<file path="src/design/vbi_pkg.sv">
/*
  constants, types and the check-sequence function for the vbi inserter.
  assumes the timing generator and register port feeding it share clk.
*/
`default_nettype none
package vbi_pkg;
  // register subaddresses
  localparam logic [7:0] ADDR_EDHD_CTRL = 8'h32;
  localparam logic [7:0] ADDR_CM_PAY0   = 8'h41;
  localparam logic [7:0] ADDR_CM_PAY1   = 8'h42;
  localparam logic [7:0] ADDR_CM_PAY2   = 8'h43;
  localparam logic [7:0] ADDR_TB_FIRST  = 8'h5e;
  localparam logic [7:0] ADDR_TB_LAST   = 8'h6e;
  localparam logic [7:0] ADDR_SD_CTRL   = 8'h99;
  localparam logic [7:0] ADDR_SD_PAYA   = 8'h9a;
  localparam logic [7:0] ADDR_SD_PAYB   = 8'h9b;
  localparam logic [7:0] ADDR_SD_BLANK  = 8'ha1;
  localparam logic [7:0] REG_RESET      = 8'h00;
  localparam int TB_REGS = 17;
  // field positions
  localparam int CM_EN_BIT     = 6;
  localparam int ED_CRC_BIT    = 7;
  localparam int TB_EN_BIT     = 0;
  localparam int TB_CRC_BIT    = 1;
  localparam int SD_CRC_BIT    = 4;
  localparam int SD_ODD_BIT    = 5;
  localparam int SD_EVEN_BIT   = 6;
  localparam int WSS_EN_BIT    = 7;
  localparam int WSS_BLANK_BIT = 7;
  // line numbers
  localparam logic [10:0] LN_ED625_CM  = 11'd43;
  localparam logic [10:0] LN_720_CM    = 11'd24;
  localparam logic [10:0] LN_720_TB    = 11'd23;
  localparam logic [10:0] LN_1080_CM0  = 11'd19;
  localparam logic [10:0] LN_1080_CM1  = 11'd582;
  localparam logic [10:0] LN_1080_TB0  = 11'd18;
  localparam logic [10:0] LN_1080_TB1  = 11'd581;
  localparam logic [10:0] LN_SD_ODD    = 11'd20;
  localparam logic [10:0] LN_SD_EVEN   = 11'd283;
  localparam logic [10:0] LN_WSS       = 11'd23;
  // packet sizes and check sequence
  localparam logic [7:0] CM_BITS   = 8'd20;
  localparam logic [7:0] ED_BITS   = 8'd16;
  localparam logic [7:0] TB_BITS   = 8'd134;
  localparam logic [7:0] WSS_BITS  = 8'd38;
  localparam int         CM_LOW_W  = 14;
  localparam int         TB_LOW_W  = 128;
  localparam logic [5:0] CRC_PRESET = 6'h3f;
  localparam logic [5:0] CRC_POLY   = 6'h03;
  localparam logic [23:0] WSS_PREFIX = 24'h1e5555;   // run-in then start code
  // output levels
  localparam logic [9:0] LVL_BLANK = 10'h040;
  localparam logic [9:0] LVL_HIGH  = 10'h2d0;
  // timing
  localparam int  CLK_PERIOD_NS = 8;
  localparam real WSS_END_US    = 42.5;
  localparam int  WSS_END_CYC   = int'($ceil(WSS_END_US * 1000.0 / CLK_PERIOD_NS));
  localparam int  START_CYC     = 200;
  localparam int  BIT_CYC       = 20;

  typedef enum logic [2:0] {
    STD_SD_NTSC,
    STD_SD_PAL,
    STD_ED_525P,
    STD_ED_625P,
    STD_HD_720P,
    STD_HD_1080I
  } vbiStd_t;

  typedef struct packed {
    logic       en;
    logic [7:0] addr;
    logic [7:0] data;
  } vbiRegWr_t;

  typedef struct packed {
    logic        hsyncFall;
    logic [10:0] lineNum;
  } vbiTiming_t;

  // x^6+x+1, preset all ones, data bit 0 first; remainder bit k -> check bit k
  function automatic logic [5:0] vbi_crc6(input logic [127:0] d, input int n);
    logic [5:0] c;
    logic       fb;
    c = CRC_PRESET;
    for (int i = 0; i < 128; i++)
    begin
      if (i < n)
      begin
        fb = d[i] ^ c[5];
        c  = {c[4:0], 1'b0} ^ (fb ? CRC_POLY : 6'h00);
      end
    end
    return c;
  endfunction : vbi_crc6
endpackage : vbi_pkg
`default_nettype wire

</file>
<file path="src/design/vbi_inserter.sv">
/*
  copy-management and wide-screen signal inserter for the vbi lines.
  assumes a timing generator giving line numbers and an hsync-fall pulse,
  and a subaddress register port, all on clk.
*/
`timescale 1ns/10ps
`default_nettype none

// Notes on behaviour
// RL1 - 625p copy data on line 43 when enabled
// RL2 - 625p payload from subaddresses copy_mgmt_payload_1, copy_mgmt_payload_2
// RL3 - 720p copy data on line 24
// RL4 - 1080i copy data on lines 19, 582
// RL5 - hd payload from subaddresses copy_mgmt_payload_0 to copy_mgmt_payload_2
// RL6 - 720p type b packet on line 23
// RL7 - 1080i type b packet on lines 18, 581
// RL8 - type b packet held in type_b_packet_control..0x6e
// RL9 - crc enable computes top six bits
// RL10 - polynomial x^6+x+1, preset all ones
// RL11 - crc off sends twenty register bits
// RL12 - type b crc fills bits from 128
// RL13 - type b crc off sends 134 bits
// RL14 - wide-screen data sent on line 23
// RL15 - wide-screen only in pal output
// RL16 - 14 bits after run-in and start code
// RL17 - video resumes 42.5 us after hsync
// RL18 - wide-screen needs enable bit 7 of sd_vbi_signal_control
// RL19 - bit 7 of sd_blanking_control blanks wide-screen part
// RL20 - host codes aspect in bits 3:0
// RL21 - host sets bits 13:4 meanings
// RL22 - sd copy data lines 20, 283
// RL23 - crc shifts lsb first, ascending result
module vbi_inserter
  import vbi_pkg::*;
#(
  parameter int WSS_END = WSS_END_CYC,   // hsync fall to video resume
  parameter int LEAD    = START_CYC,     // hsync fall to first bit
  parameter int BITLEN  = BIT_CYC        // cycles per data bit
)(
  input  wire logic       clk,
  input  wire logic       rstn,
  input  wire vbiRegWr_t  regWr,
  input  wire logic [7:0] regRdAddr,
  output logic [7:0]      regRdData,
  input  wire vbiStd_t    videoStd,
  input  wire vbiTiming_t timing,
  input  wire logic [9:0] videoIn,
  output logic [9:0]      videoOut,
  output logic            insActive
);

  typedef enum {S_IDLE, S_LEAD, S_SEND, S_TAIL} vbiState_t;

  logic [7:0]   edhdCtrl_q;              // enables and crc for ed/hd
  logic [7:0]   cmPay0_q;                // c19..c16 in low nibble
  logic [7:0]   cmPay1_q;                // c15..c8
  logic [7:0]   cmPay2_q;                // c7..c0
  logic [7:0]   tb_q [TB_REGS];          // type b control and packet
  logic [7:0]   sdCtrl_q;                // sd crc, field and wss enables
  logic [7:0]   sdPayA_q;                // sd payload low byte
  logic [7:0]   sdPayB_q;                // sd payload next bits
  logic [7:0]   sdBlank_q;               // blanking control
  logic [133:0] shift_q;                 // bits leaving lsb first
  logic [7:0]   bitsLeft_q;              // bits still to send
  logic         wssLine_q;               // line holds wss window, sent or blanked
  logic         blankBits_q;             // bits replaced by blank level
  logic [15:0]  cyc_q;                   // cycles since hsync fall
  logic [15:0]  bitDiv_q;                // bit period divider
  logic         bitEn;                   // one-cycle bit enable
  vbiState_t    state_q;
  logic [19:0]  cmWord;                  // hd copy word after crc
  logic [19:0]  sdWord;                  // sd copy word after crc
  logic [15:0]  edWord;                  // 625p copy word
  logic [133:0] tbWord;                  // type b packet after crc
  logic [127:0] tbLow;                   // header and body bits
  logic [13:0]  wssWord;                 // wide-screen payload
  logic         selCm;
  logic         selEd;
  logic         selTb;
  logic         selSd;
  logic         selWss;
  logic         palWssLine;
  logic [4:0]   tbIdx;

  assign tbIdx = 5'(regWr.addr - ADDR_TB_FIRST);

  // register writes from the subaddress port
  always_ff @(posedge clk or negedge rstn)
  begin
    if (!rstn)
    begin
      edhdCtrl_q <= REG_RESET;
      cmPay0_q   <= REG_RESET;
      cmPay1_q   <= REG_RESET;
      cmPay2_q   <= REG_RESET;
      sdCtrl_q   <= REG_RESET;
      sdPayA_q   <= REG_RESET;
      sdPayB_q   <= REG_RESET;
      sdBlank_q  <= REG_RESET;
      for (int i = 0; i < TB_REGS; i++)
      begin
        tb_q[i] <= REG_RESET;
      end
    end
    else if (regWr.en)
    begin
      case (regWr.addr)
        ADDR_EDHD_CTRL: edhdCtrl_q <= regWr.data;
        ADDR_CM_PAY0:   cmPay0_q   <= regWr.data;
        ADDR_CM_PAY1:   cmPay1_q   <= regWr.data;
        ADDR_CM_PAY2:   cmPay2_q   <= regWr.data;
        ADDR_SD_CTRL:   sdCtrl_q   <= regWr.data;
        ADDR_SD_PAYA:   sdPayA_q   <= regWr.data;
        ADDR_SD_PAYB:   sdPayB_q   <= regWr.data;
        ADDR_SD_BLANK:  sdBlank_q  <= regWr.data;
        default:
        begin
          // type b range; other addresses are ignored
          if (regWr.addr >= ADDR_TB_FIRST && regWr.addr <= ADDR_TB_LAST)
          begin
            tb_q[tbIdx] <= regWr.data;   // RL8
          end
        end
      endcase
    end
  end

  // registered read-back; unmapped subaddresses read zero
  always_ff @(posedge clk or negedge rstn)
  begin
    if (!rstn)
    begin
      regRdData <= REG_RESET;
    end
    else
    begin
      case (regRdAddr)
        ADDR_EDHD_CTRL: regRdData <= edhdCtrl_q;
        ADDR_CM_PAY0:   regRdData <= cmPay0_q;
        ADDR_CM_PAY1:   regRdData <= cmPay1_q;
        ADDR_CM_PAY2:   regRdData <= cmPay2_q;
        ADDR_SD_CTRL:   regRdData <= sdCtrl_q;
        ADDR_SD_PAYA:   regRdData <= sdPayA_q;
        ADDR_SD_PAYB:   regRdData <= sdPayB_q;
        ADDR_SD_BLANK:  regRdData <= sdBlank_q;
        default:
        begin
          if (regRdAddr >= ADDR_TB_FIRST && regRdAddr <= ADDR_TB_LAST)
          begin
            regRdData <= tb_q[5'(regRdAddr - ADDR_TB_FIRST)];
          end
          else
          begin
            regRdData <= REG_RESET;
          end
        end
      endcase
    end
  end

  // payload assembly, with optional check sequence in the top six bits
  always_comb
  begin
    cmWord = {cmPay0_q[3:0], cmPay1_q, cmPay2_q};            // RL5 RL11
    if (edhdCtrl_q[ED_CRC_BIT])
    begin
      cmWord[19:14] = vbi_crc6(128'(cmWord[13:0]), CM_LOW_W); // RL9 RL10 RL23
    end
    sdWord = {sdCtrl_q[3:0], sdPayA_q, sdPayB_q};
    if (sdCtrl_q[SD_CRC_BIT])
    begin
      sdWord[19:14] = vbi_crc6(128'(sdWord[13:0]), CM_LOW_W); // RL9 RL10
    end
    edWord = {cmPay1_q, cmPay2_q};                             // RL2
    tbLow[5:0] = tb_q[0][7:2];
    for (int k = 1; k < TB_REGS - 1; k++)    // middle registers carry packet bits 6..125
    begin
      tbLow[8*k+5 -: 8] = tb_q[k];
    end
    tbLow[127:126] = tb_q[TB_REGS-1][1:0];   // last register: low two bits below the check bits
    tbWord = {tb_q[TB_REGS-1][7:2], tbLow};                    // RL13
    if (tb_q[0][TB_CRC_BIT])
    begin
      tbWord[133:128] = vbi_crc6(tbLow, TB_LOW_W);             // RL12 RL10 RL23
    end
    wssWord = {sdPayB_q[5:0], sdPayA_q};                       // RL16
  end

  // which insertion this line carries
  always_comb
  begin
    selCm  = 1'b0;
    selEd  = 1'b0;
    selTb  = 1'b0;
    selSd  = 1'b0;
    palWssLine = (videoStd == STD_SD_PAL) && (timing.lineNum == LN_WSS); // RL15
    selWss = palWssLine && sdCtrl_q[WSS_EN_BIT];               // RL14 RL18
    case (videoStd)
      STD_ED_625P:
      begin
        selEd = edhdCtrl_q[CM_EN_BIT] && (timing.lineNum == LN_ED625_CM); // RL1
      end
      STD_HD_720P:
      begin
        selCm = edhdCtrl_q[CM_EN_BIT] && (timing.lineNum == LN_720_CM);   // RL3
        selTb = tb_q[0][TB_EN_BIT] && (timing.lineNum == LN_720_TB);      // RL6
      end
      STD_HD_1080I:
      begin
        selCm = edhdCtrl_q[CM_EN_BIT] &&
                (timing.lineNum == LN_1080_CM0 || timing.lineNum == LN_1080_CM1); // RL4
        selTb = tb_q[0][TB_EN_BIT] &&
                (timing.lineNum == LN_1080_TB0 || timing.lineNum == LN_1080_TB1); // RL7
      end
      STD_SD_NTSC:
      begin
        selSd = (sdCtrl_q[SD_ODD_BIT] && timing.lineNum == LN_SD_ODD) ||
                (sdCtrl_q[SD_EVEN_BIT] && timing.lineNum == LN_SD_EVEN);  // RL22
      end
      default:
      begin
        selCm = 1'b0;
      end
    endcase
  end

  // cycles since hsync fall, saturating
  always_ff @(posedge clk or negedge rstn)
  begin
    if (!rstn)
    begin
      cyc_q <= 16'h0000;
    end
    else if (timing.hsyncFall)
    begin
      cyc_q <= 16'h0000;
    end
    else if (cyc_q != 16'hffff)
    begin
      cyc_q <= cyc_q + 16'h0001;
    end
  end

  // bit-rate divider, running only while sending
  assign bitEn = (state_q == S_SEND) && (bitDiv_q == 16'(BITLEN - 1));

  always_ff @(posedge clk or negedge rstn)
  begin
    if (!rstn)
    begin
      bitDiv_q <= 16'h0000;
    end
    else if (state_q != S_SEND || bitEn)
    begin
      bitDiv_q <= 16'h0000;
    end
    else
    begin
      bitDiv_q <= bitDiv_q + 16'h0001;
    end
  end

  // line sequencer: lead-in, serial bits, then wss tail to video resume
  always_ff @(posedge clk or negedge rstn)
  begin
    if (!rstn)
    begin
      state_q     <= S_IDLE;
      shift_q     <= '0;
      bitsLeft_q  <= 8'h00;
      wssLine_q   <= 1'b0;
      blankBits_q <= 1'b0;
    end
    else if (timing.hsyncFall)
    begin
      // every line start re-decides; a late line is abandoned
      wssLine_q   <= palWssLine && (selWss || sdBlank_q[WSS_BLANK_BIT]);
      blankBits_q <= palWssLine && sdBlank_q[WSS_BLANK_BIT];   // RL19
      state_q     <= S_IDLE;
      if (selTb)
      begin
        shift_q    <= tbWord;
        bitsLeft_q <= TB_BITS;
        state_q    <= S_LEAD;
      end
      else if (selCm || selSd)
      begin
        shift_q    <= 134'(selCm ? cmWord : sdWord);
        bitsLeft_q <= CM_BITS;
        state_q    <= S_LEAD;
      end
      else if (selEd)
      begin
        shift_q    <= 134'(edWord);
        bitsLeft_q <= ED_BITS;
        state_q    <= S_LEAD;
      end
      else if (palWssLine && (selWss || sdBlank_q[WSS_BLANK_BIT]))
      begin
        shift_q    <= 134'({wssWord, WSS_PREFIX});             // RL16
        bitsLeft_q <= selWss ? WSS_BITS : 8'h00;
        state_q    <= S_LEAD;
      end
    end
    else
    begin
      case (state_q)
        S_IDLE:
        begin
          state_q <= S_IDLE;
        end
        S_LEAD:
        begin
          if (cyc_q >= 16'(LEAD))
          begin
            state_q <= (bitsLeft_q == 8'h00) ? S_TAIL : S_SEND;
          end
        end
        S_SEND:
        begin
          if (bitEn)
          begin
            shift_q    <= shift_q >> 1;
            bitsLeft_q <= bitsLeft_q - 8'h01;
            if (bitsLeft_q == 8'h01)
            begin
              state_q <= wssLine_q ? S_TAIL : S_IDLE;
            end
          end
        end
        S_TAIL:
        begin
          if (cyc_q >= 16'(WSS_END))
          begin
            state_q <= S_IDLE;                                 // RL17
          end
        end
        default:
        begin
          state_q <= S_IDLE;
        end
      endcase
    end
  end

  // output mux: bits at high/blank levels, lead and tail at blank, idle passes video
  always_ff @(posedge clk or negedge rstn)
  begin
    if (!rstn)
    begin
      videoOut  <= LVL_BLANK;
      insActive <= 1'b0;
    end
    else
    begin
      insActive <= (state_q != S_IDLE);
      case (state_q)
        S_SEND:
        begin
          videoOut <= (shift_q[0] && !blankBits_q) ? LVL_HIGH : LVL_BLANK; // RL19
        end
        S_LEAD, S_TAIL:
        begin
          videoOut <= LVL_BLANK;
        end
        default:
        begin
          videoOut <= videoIn;                                 // RL17
        end
      endcase
    end
  end
endmodule : vbi_inserter
`default_nettype wire

</file>
<file path="config.mk">
export PLATFORM = sky130hd
export DESIGN_NAME = vbi_inserter
export DESIGN_NICKNAME = d
export VERILOG_FILES = /design/src/design/vbi_pkg.sv /design/src/design/vbi_inserter.sv
export SDC_FILE = /design/constraint.sdc
export NUM_CORES = 1
export LEC_CHECK = 0
export ABC_AREA = 1
export BUFFER_PORTS_ARGS = -buffer_cell sky130_fd_sc_hd__buf_4
export CAP_MARGIN = 20
export CORE_AREA = 2 2 304 186
export DETAILED_ROUTE_END_ITERATION = 6
export DIE_AREA = 0 0 306 188
export GPL_TIMING_DRIVEN = 0
export PLACE_DENSITY = 0.62
export SYNTH_ARGS = -nofsm -noshare
export SYNTH_HDL_FRONTEND = slang
export SYNTH_SLANG_ARGS = --single-unit
</file>
<file path="constraint.sdc">
create_clock -name clk -period 9.9 [get_ports clk]
set_clock_uncertainty 0.05 [all_clocks]
set_input_delay 1.485 -clock clk [delete_from_list [all_inputs] [get_ports clk]]
set_output_delay 1.485 -clock clk [all_outputs]
set_load 0.01 [all_outputs]
</file>
==> metrics.md, run 1 <==
| Metric | Value |
|---|---|
| Fin. Hold Viols | `0` |
| Routed WL | `89100 um` |
| Gr ovfl total | `0` |
| Post-synthesis cell area | `23900 sq um` |
| Initial DRC count | `3410` |
| Max-cap violation count | `0` |
| Syn_nets | `3370` |
| Global-route wire length before repair | `135000 um` |
| Hold buffers post-CTS | `0` |
| Ant diodes | `0` |
| Highest clock rate | `0.133 GHz` |
| Final nets | `3487` |
| TritonCTS buffer count | `41` |
| CP Max Fanout | `5` |
| Reg2reg path depth | `67` |
| Synthesized area per cell | `7.23 sq um` |
| GP Congestion | `1.05` |
| Final setup TNS | `0 ps` |
| # IOs | `71` |
| Die X | `306 um` |
| Synthesized flop and latch total | `397` |
| Largest net degree at the start of global routing | `120` |
| Crit path depth | `67` |
| Core area | `54900 sq um` |
| Cell Rows | `67` |
| H-Tree Level Count | `2` |
| CP top delay family | `simple AND/OR/NAND/NOR gates` |
| Final setup fails | `0` |
| Minimum clock period | `7540 ps` |
| CTS tree | `done` |
| DR WL/cell | `21.3 um` |
| CP endpoint kind | `register` |
| Initial antenna violation count | `0` |
| Max Slew Vio Count | `0` |
| Initial Utilization | `43.5%` |
| CP arrival | `7950 ps` |
| Final worst-path cycle share | `76.2%` |
| Via count | `24100` |
| Die Ht | `188 um` |
| Resized Gates After CTS | `0` |
| Gr usage total | `30.9%` |
| CP Buf/Inv Count | `5` |
| Clock buffer depth | `3` |
| CP dominant cell by count | `nand2_1` |
| RSZ-0062 raised after global routing | `no` |
| Layout cells sized above 1 | `8.90%` |
| Buffers on Ports | `69` |
| Hold Crit Depth | `1` |
| Worst-path clk slew | `70 ps` |
| CTS sink count | `397` |
| Crit-path slowest cell | `dfrtp_1` |
| Pre-antenna DRT Iters | `7` |
| Worst path required time | `10310 ps` |
| Status | `complete, no violations` |
| Die area | `57500 sq um` |
| Slew @ Worst Pin | `1270 ps` |
| Seq/Total Area, Yosys | `41.6%` |
| Startpoint types | `register` |
| Routed vias/inst | `5.78` |
| Synth cell types | `54` |
| Max stage delay on crit path | `540 ps` |
| Postcts setup bufs | `0` |
| Antenna-violating nets left | `0` |
| Worst-Skew Late Latency | `590 ps` |
| Area delta synth->final | `12.8%` |
| Yosys warns | `0` |
| Root buffer cell | `clkbuf_16` |
| Cells after synthesis | `3304` |
| Relative slew slack | `14.4%` |
| DPL Wire Length | `68400 um` |
| Critical path start-end classification | `register to register` |
| Vias in the first global route | `21400` |
| Hold crit path type | `register to register` |
| Residual DRC count | `0` |
-- cells by family after synthesis --
logic type | synth area share, %
AOI/OAI and AO/OA | 17.7
DFF | 41.6
buffers and inverters | 9.24
xor gates and xnor gates | 2.50
adders and majority gates | 0.733
and+or+nand+nor | 28.3
-- sequential cells by signal, summed over array words and instances (netlist names), 10 cells and up --
name	cells
shift_q	134
tbLow	128
bitDiv_q	16
videoOut	10
cyc_q	16
-- cell type report --
| type | count | area (sq um) |
|---|---|---|
| inverter | 458 | 1720 |
| tap | 724 | 906 |
| sequential | 397 | 9940 |
| multi-input combinational | 2324 | 11800 |
| clock buffer | 54 | 1210 |
| clock inverter | 19 | 323 |
| timing repair buffer | 74 | 623 |
| buffer | 125 | 488 |
| fill | 5507 | 28000 |
-- layout by cell type (no fill, tap or decap), types with 8 or more instances in the layout --
cell       netlist  layout
o21ai_0        314     314
nor4_1          14      14
clkbuf_1       117     119
a22oi_1         21      21
nand4_1         20      20
inv_2           36      36
nor2_1         126     126
clkbuf_16        0      43
o311ai_0        17      17
xnor2_1         29      29
o211ai_1        35      35
ha_1            14      14
inv_1          418     418
nand3_2         18      18
nand2_2         87      87
xor2_1          33      33
nand2_1        911     911
o22ai_1         90      90
a21oi_1         94      94
bufinv_16        0       8
nand3_1        324     324
clkbuf_8         0       9
nor3_1          34      34
buf_4            2      71
dfrtp_1        396     396
o221ai_1        80      80
-- worst paths after layout --
kind                       slack (ps)           end   startpoint
setup reg to reg                 2360  shift_q[133]     tbLow[6]
hold / removal                    410   bitDiv_q[0]  bitDiv_q[0]
setup / recovery                 2360  shift_q[133]     tbLow[6]
max in group asynchronous        7380     tbLow[39]         rstn
min in group asynchronous         880   bitDiv_q[5]         rstn
hold reg to reg                   410   bitDiv_q[0]  bitDiv_q[0]
-- layer usage --
metal  up-vias  part of all wire [%]  GRT usage, %
met2      1368                    35          37.2
li1      11200                     -             -
met4         0                   2.6          7.94
met1     11400                    48          50.9
met5         -                     0             0
met3       153                    14          9.38
-- per-stage QoR --
step / cell area, sq um / std cells / hold WS, ps / worst slack, ps / utilization [%]
2_1_floorplan: 23900 / 3304 / 383 / 4170 / -
5_1_grt: 27000 / 4175 / 459 / 1510 / 49.1
3_3_place_gp: 25300 / 4097 / 403 / 2790 / 46.1
4_1_cts: 26900 / 4174 / 416 / 2640 / 49.1
6_report: 27000 / 4175 / 412 / 2360 / 49.1
3_5_place_dp: 25400 / 4101 / 407 / 2680 / 46.3
-- cell usage after synthesis, drive strengths merged --
| cell type | count | area, sq um |
|---|---|---|
| o221ai | 80 | 701 |
| o41ai | 1 | 8.76 |
| o211ai | 35 | 263 |
| o211a | 1 | 10.0 |
| nand3b | 5 | 37.5 |
| a221o | 1 | 10.0 |
| nand3 | 342 | 1800 |
| a21boi | 1 | 7.51 |
| a211oi | 4 | 30.0 |
| clkinv | 4 | 15.0 |
| o22ai | 90 | 563 |
| ha | 14 | 175 |
| o311ai | 17 | 149 |
| a31oi | 7 | 43.8 |
| dfrtp | 396 | 9910 |
| nand4 | 20 | 125 |
| a22oi | 21 | 158 |
| o21a | 3 | 22.5 |
| nor4 | 14 | 87.6 |
| nor2 | 127 | 479 |
| a21oi | 97 | 497 |
| a2111oi | 1 | 8.76 |
| nor3 | 34 | 170 |
| xnor3 | 1 | 22.5 |
| xnor2 | 30 | 270 |
| o21ai | 314 | 1570 |
| buf | 7 | 43.8 |
| o2111ai | 7 | 61.3 |
| a32oi | 1 | 8.76 |
| or2 | 3 | 18.8 |
| a221oi | 6 | 52.6 |
| and2 | 1 | 6.26 |
| xor2 | 34 | 305 |
| and3 | 1 | 6.26 |
| o31ai | 5 | 37.5 |
| clkbuf | 118 | 444 |
| a311oi | 1 | 8.76 |
| inv | 454 | 1700 |
| a22o | 1 | 8.76 |
| nand2 | 1003 | 4020 |
| nor3b | 1 | 7.51 |
| dfstp | 1 | 26.3 |
Power of run 1 is left out: the tool's default activity adds up to more than one toggle a clock period on the data nets, which glitch-free logic cannot reach.
==> inputs of run 2 (changes only) <==
Clock period 9.9 ns to 7.9 ns, I/O delays scaled along.
==> run 2 against run 1 <==
Compared with the run above:
- worst hold slack about the same
- largest cell class unchanged
- setup slack worse by 1700 ps
- cell area is 1.7% higher
- wire length rose by 0.53%
- final cell count increased by 0.22%
- via count rose by 0.75%
- critical path depth up 8
- flip-flop and latch count is the same
- maximum frequency up 4.4%
- register-to-register slack got worse by 1700 ps
- global-route usage stayed put
- non-clock buffer count grew 9
==> metrics.md, run 2 (same netlist as run 1, synthesis figures left out) <==
| Metric | Value |
|---|---|
| Highest clock rate | `0.139 GHz (+4.4%)` |
| Max Slew Vio Count | `0 (unchanged)` |
| Max reg flops | `134 (unchanged)` |
| Final setup fails | `0 (unchanged)` |
| Die area | `57500 sq um (unchanged)` |
| DPL Wire Length | `68400 um (unchanged)` |
| Max stage delay on crit path | `490 ps (-50 ps)` |
| CTS sink count | `397 (unchanged)` |
| Commonest non-fill, non-tap cell in the layout | `nand2_1` |
| Post-DP Area | `25400 sq um (unchanged)` |
| Crit-path slowest cell | `dfrtp_2` |
| Hold Crit Depth | `1 (unchanged)` |
| Antenna-violating nets left | `0 (unchanged)` |
| Gr usage total | `30.9% (unchanged)` |
| CP Max Fanout | `5 (unchanged)` |
| Largest net degree at the start of global routing | `120 (unchanged)` |
| Global-route wire length before repair | `135000 um (unchanged)` |
| Core area | `54900 sq um (unchanged)` |
| CTS tree | `done` |
| Final worst-path cycle share | `91.4% (+15 points)` |
| Fin. Hold Viols | `0 (unchanged)` |
| Relative slew slack | `21.7% (+7.3 points)` |
| Fillers | `5461 (-0.84%)` |
| Cell Rows | `67 (unchanged)` |
| Routed WL | `89600 um (+0.53%)` |
| Gr ovfl total | `0 (unchanged)` |
| Ant diodes | `0 (unchanged)` |
| Clock buffer depth | `3 (unchanged)` |
| Die X | `306 um (unchanged)` |
| Largest Register | `shift_q` |
| Area delta synth->final | `14.7%` |
| Reg2reg path depth | `75 (+12%)` |
| Via count | `24300 (+0.75%)` |
| Hold crit path type | `register to register` |
| Worst-path clk slew | `70 ps (about the same)` |
| TritonCTS buffer count | `41 (unchanged)` |
| Slew @ Worst Pin | `1160 ps (-109 ps)` |
| Worst r2r dst | `shift_q[132]` |
| Pre-antenna DRT Iters | `6 (-1)` |
| Status | `complete, no violations` |
| Hold buffers post-CTS | `0 (unchanged)` |
| Reg2reg start | `tbLow[6]` |
| Vias in the first global route | `21400 (unchanged)` |
| GP Congestion | `1.05 (unchanged)` |
| Initial DRC count | `3306 (-3.0%)` |
| Initial Utilization | `43.5% (unchanged)` |
| Worst-Skew Late Latency | `590 ps (about the same)` |
| CP dominant cell by count | `nand2_1` |
| Max-cap violation count | `0 (unchanged)` |
| Worst Hold Launch | `bitDiv_q[0]` |
| Buffers on Ports | `69 (unchanged)` |
| Minimum clock period | `7220 ps (-320 ps)` |
| CP arrival | `7630 ps (-320 ps)` |
| H-Tree Level Count | `2 (unchanged)` |
| # IOs | `71 (unchanged)` |
| Startpoint types | `register` |
| R2r setup slk | `680 ps (-1680 ps)` |
| CP endpoint kind | `register` |
| Residual DRC count | `0 (unchanged)` |
| Die Ht | `188 um (unchanged)` |
| Fin area | `27400 sq um (+1.7%)` |
| Layout cells sized above 1 | `12.0% (+3.1 points)` |
| Worst path required time | `8310 ps (-2000 ps)` |
| Critical path start-end classification | `register to register` |
| Root buffer cell | `clkbuf_16` |
| Initial antenna violation count | `0 (unchanged)` |
| Hold endpoint | `bitDiv_q[0]` |
| DR WL/cell | `21.4 um (+0.31%)` |
| Final nets | `3496 (+0.26%)` |
| Most frequent cells in the layout | `nand2_1, inv_1, dfrtp_1` |
| Routed vias/inst | `5.81 (+0.53%)` |
-- run 2: critical path: cells and delay by family, from the launching register on --
family	cells	cell delay, ps
compound gates	1	50
buf+inv	7	460
simple gates	66	5830
flops	1	490
xor+xnor	1	220
-- run 2: timing repair --
action | CTS | global route
resized for setup | 0 | 106
endpoints found under the setup margin | 0 | 6
setup buffers | 0 | 9
-- run 2: cell type report --
cell class	instances	area, sq um	area share [%]
inverter	458	1720	6.29
clock buffer	54	1210	4.41
tap	724	906	3.31
multi-input combinational	2324	12100	44.2
clock inverter	19	323	1.18
sequential	397	9950	36.3
timing repair buffer	83	691	2.52
buffer	125	488	1.78
-- run 2: per-stage QoR --
| stage | std cells | setup TNS (ps) | utilization [%] | hold WS (ps) | worst slack (ps) |
|---|---|---|---|---|---|
| 3_3_place_gp | 4097 | 0 | 46.1 | 403 | 793 |
| 5_1_grt | 4184 | -164 | 49.9 | 459 | -70.9 |
| 6_report | 4184 | 0 | 49.9 | 412 | 681 |
| 3_5_place_dp | 4101 | 0 | 46.3 | 407 | 678 |
| 4_1_cts | 4174 | 0 | 49.1 | 416 | 640 |
| 2_1_floorplan | 3304 | 0 | - | 383 | 2170 |
-- run 2: layer usage --
layer  vias to the layer above  routed length [um]  part of all wire, %  track usage [%]
met2                      1364               31800                   36             37.2
met1                     11500               42900                   48             50.9
met4                         0                2380                  2.7             7.94
met3                       166               12400                   14             9.38
met5                         -                   0                    0                0
li1                      11300                   -                    -                -
-- run 2: worst max-delay path by stage --
| stage | start | endpoint | depth (start not counted) |
|---|---|---|---|
| floorplan | tbLow[1] | shift_q[131] | 72 |
| global placement | tbLow[3] | shift_q[133] | 70 |
| detailed placement | tbLow[6] | shift_q[133] | 67 |
| CTS | tbLow[6] | shift_q[133] | 67 |
| global route | tbLow[5] | shift_q[132] | 78 |
| finish | tbLow[6] | shift_q[132] | 75 |
Power of run 2 is left out for the same reason.
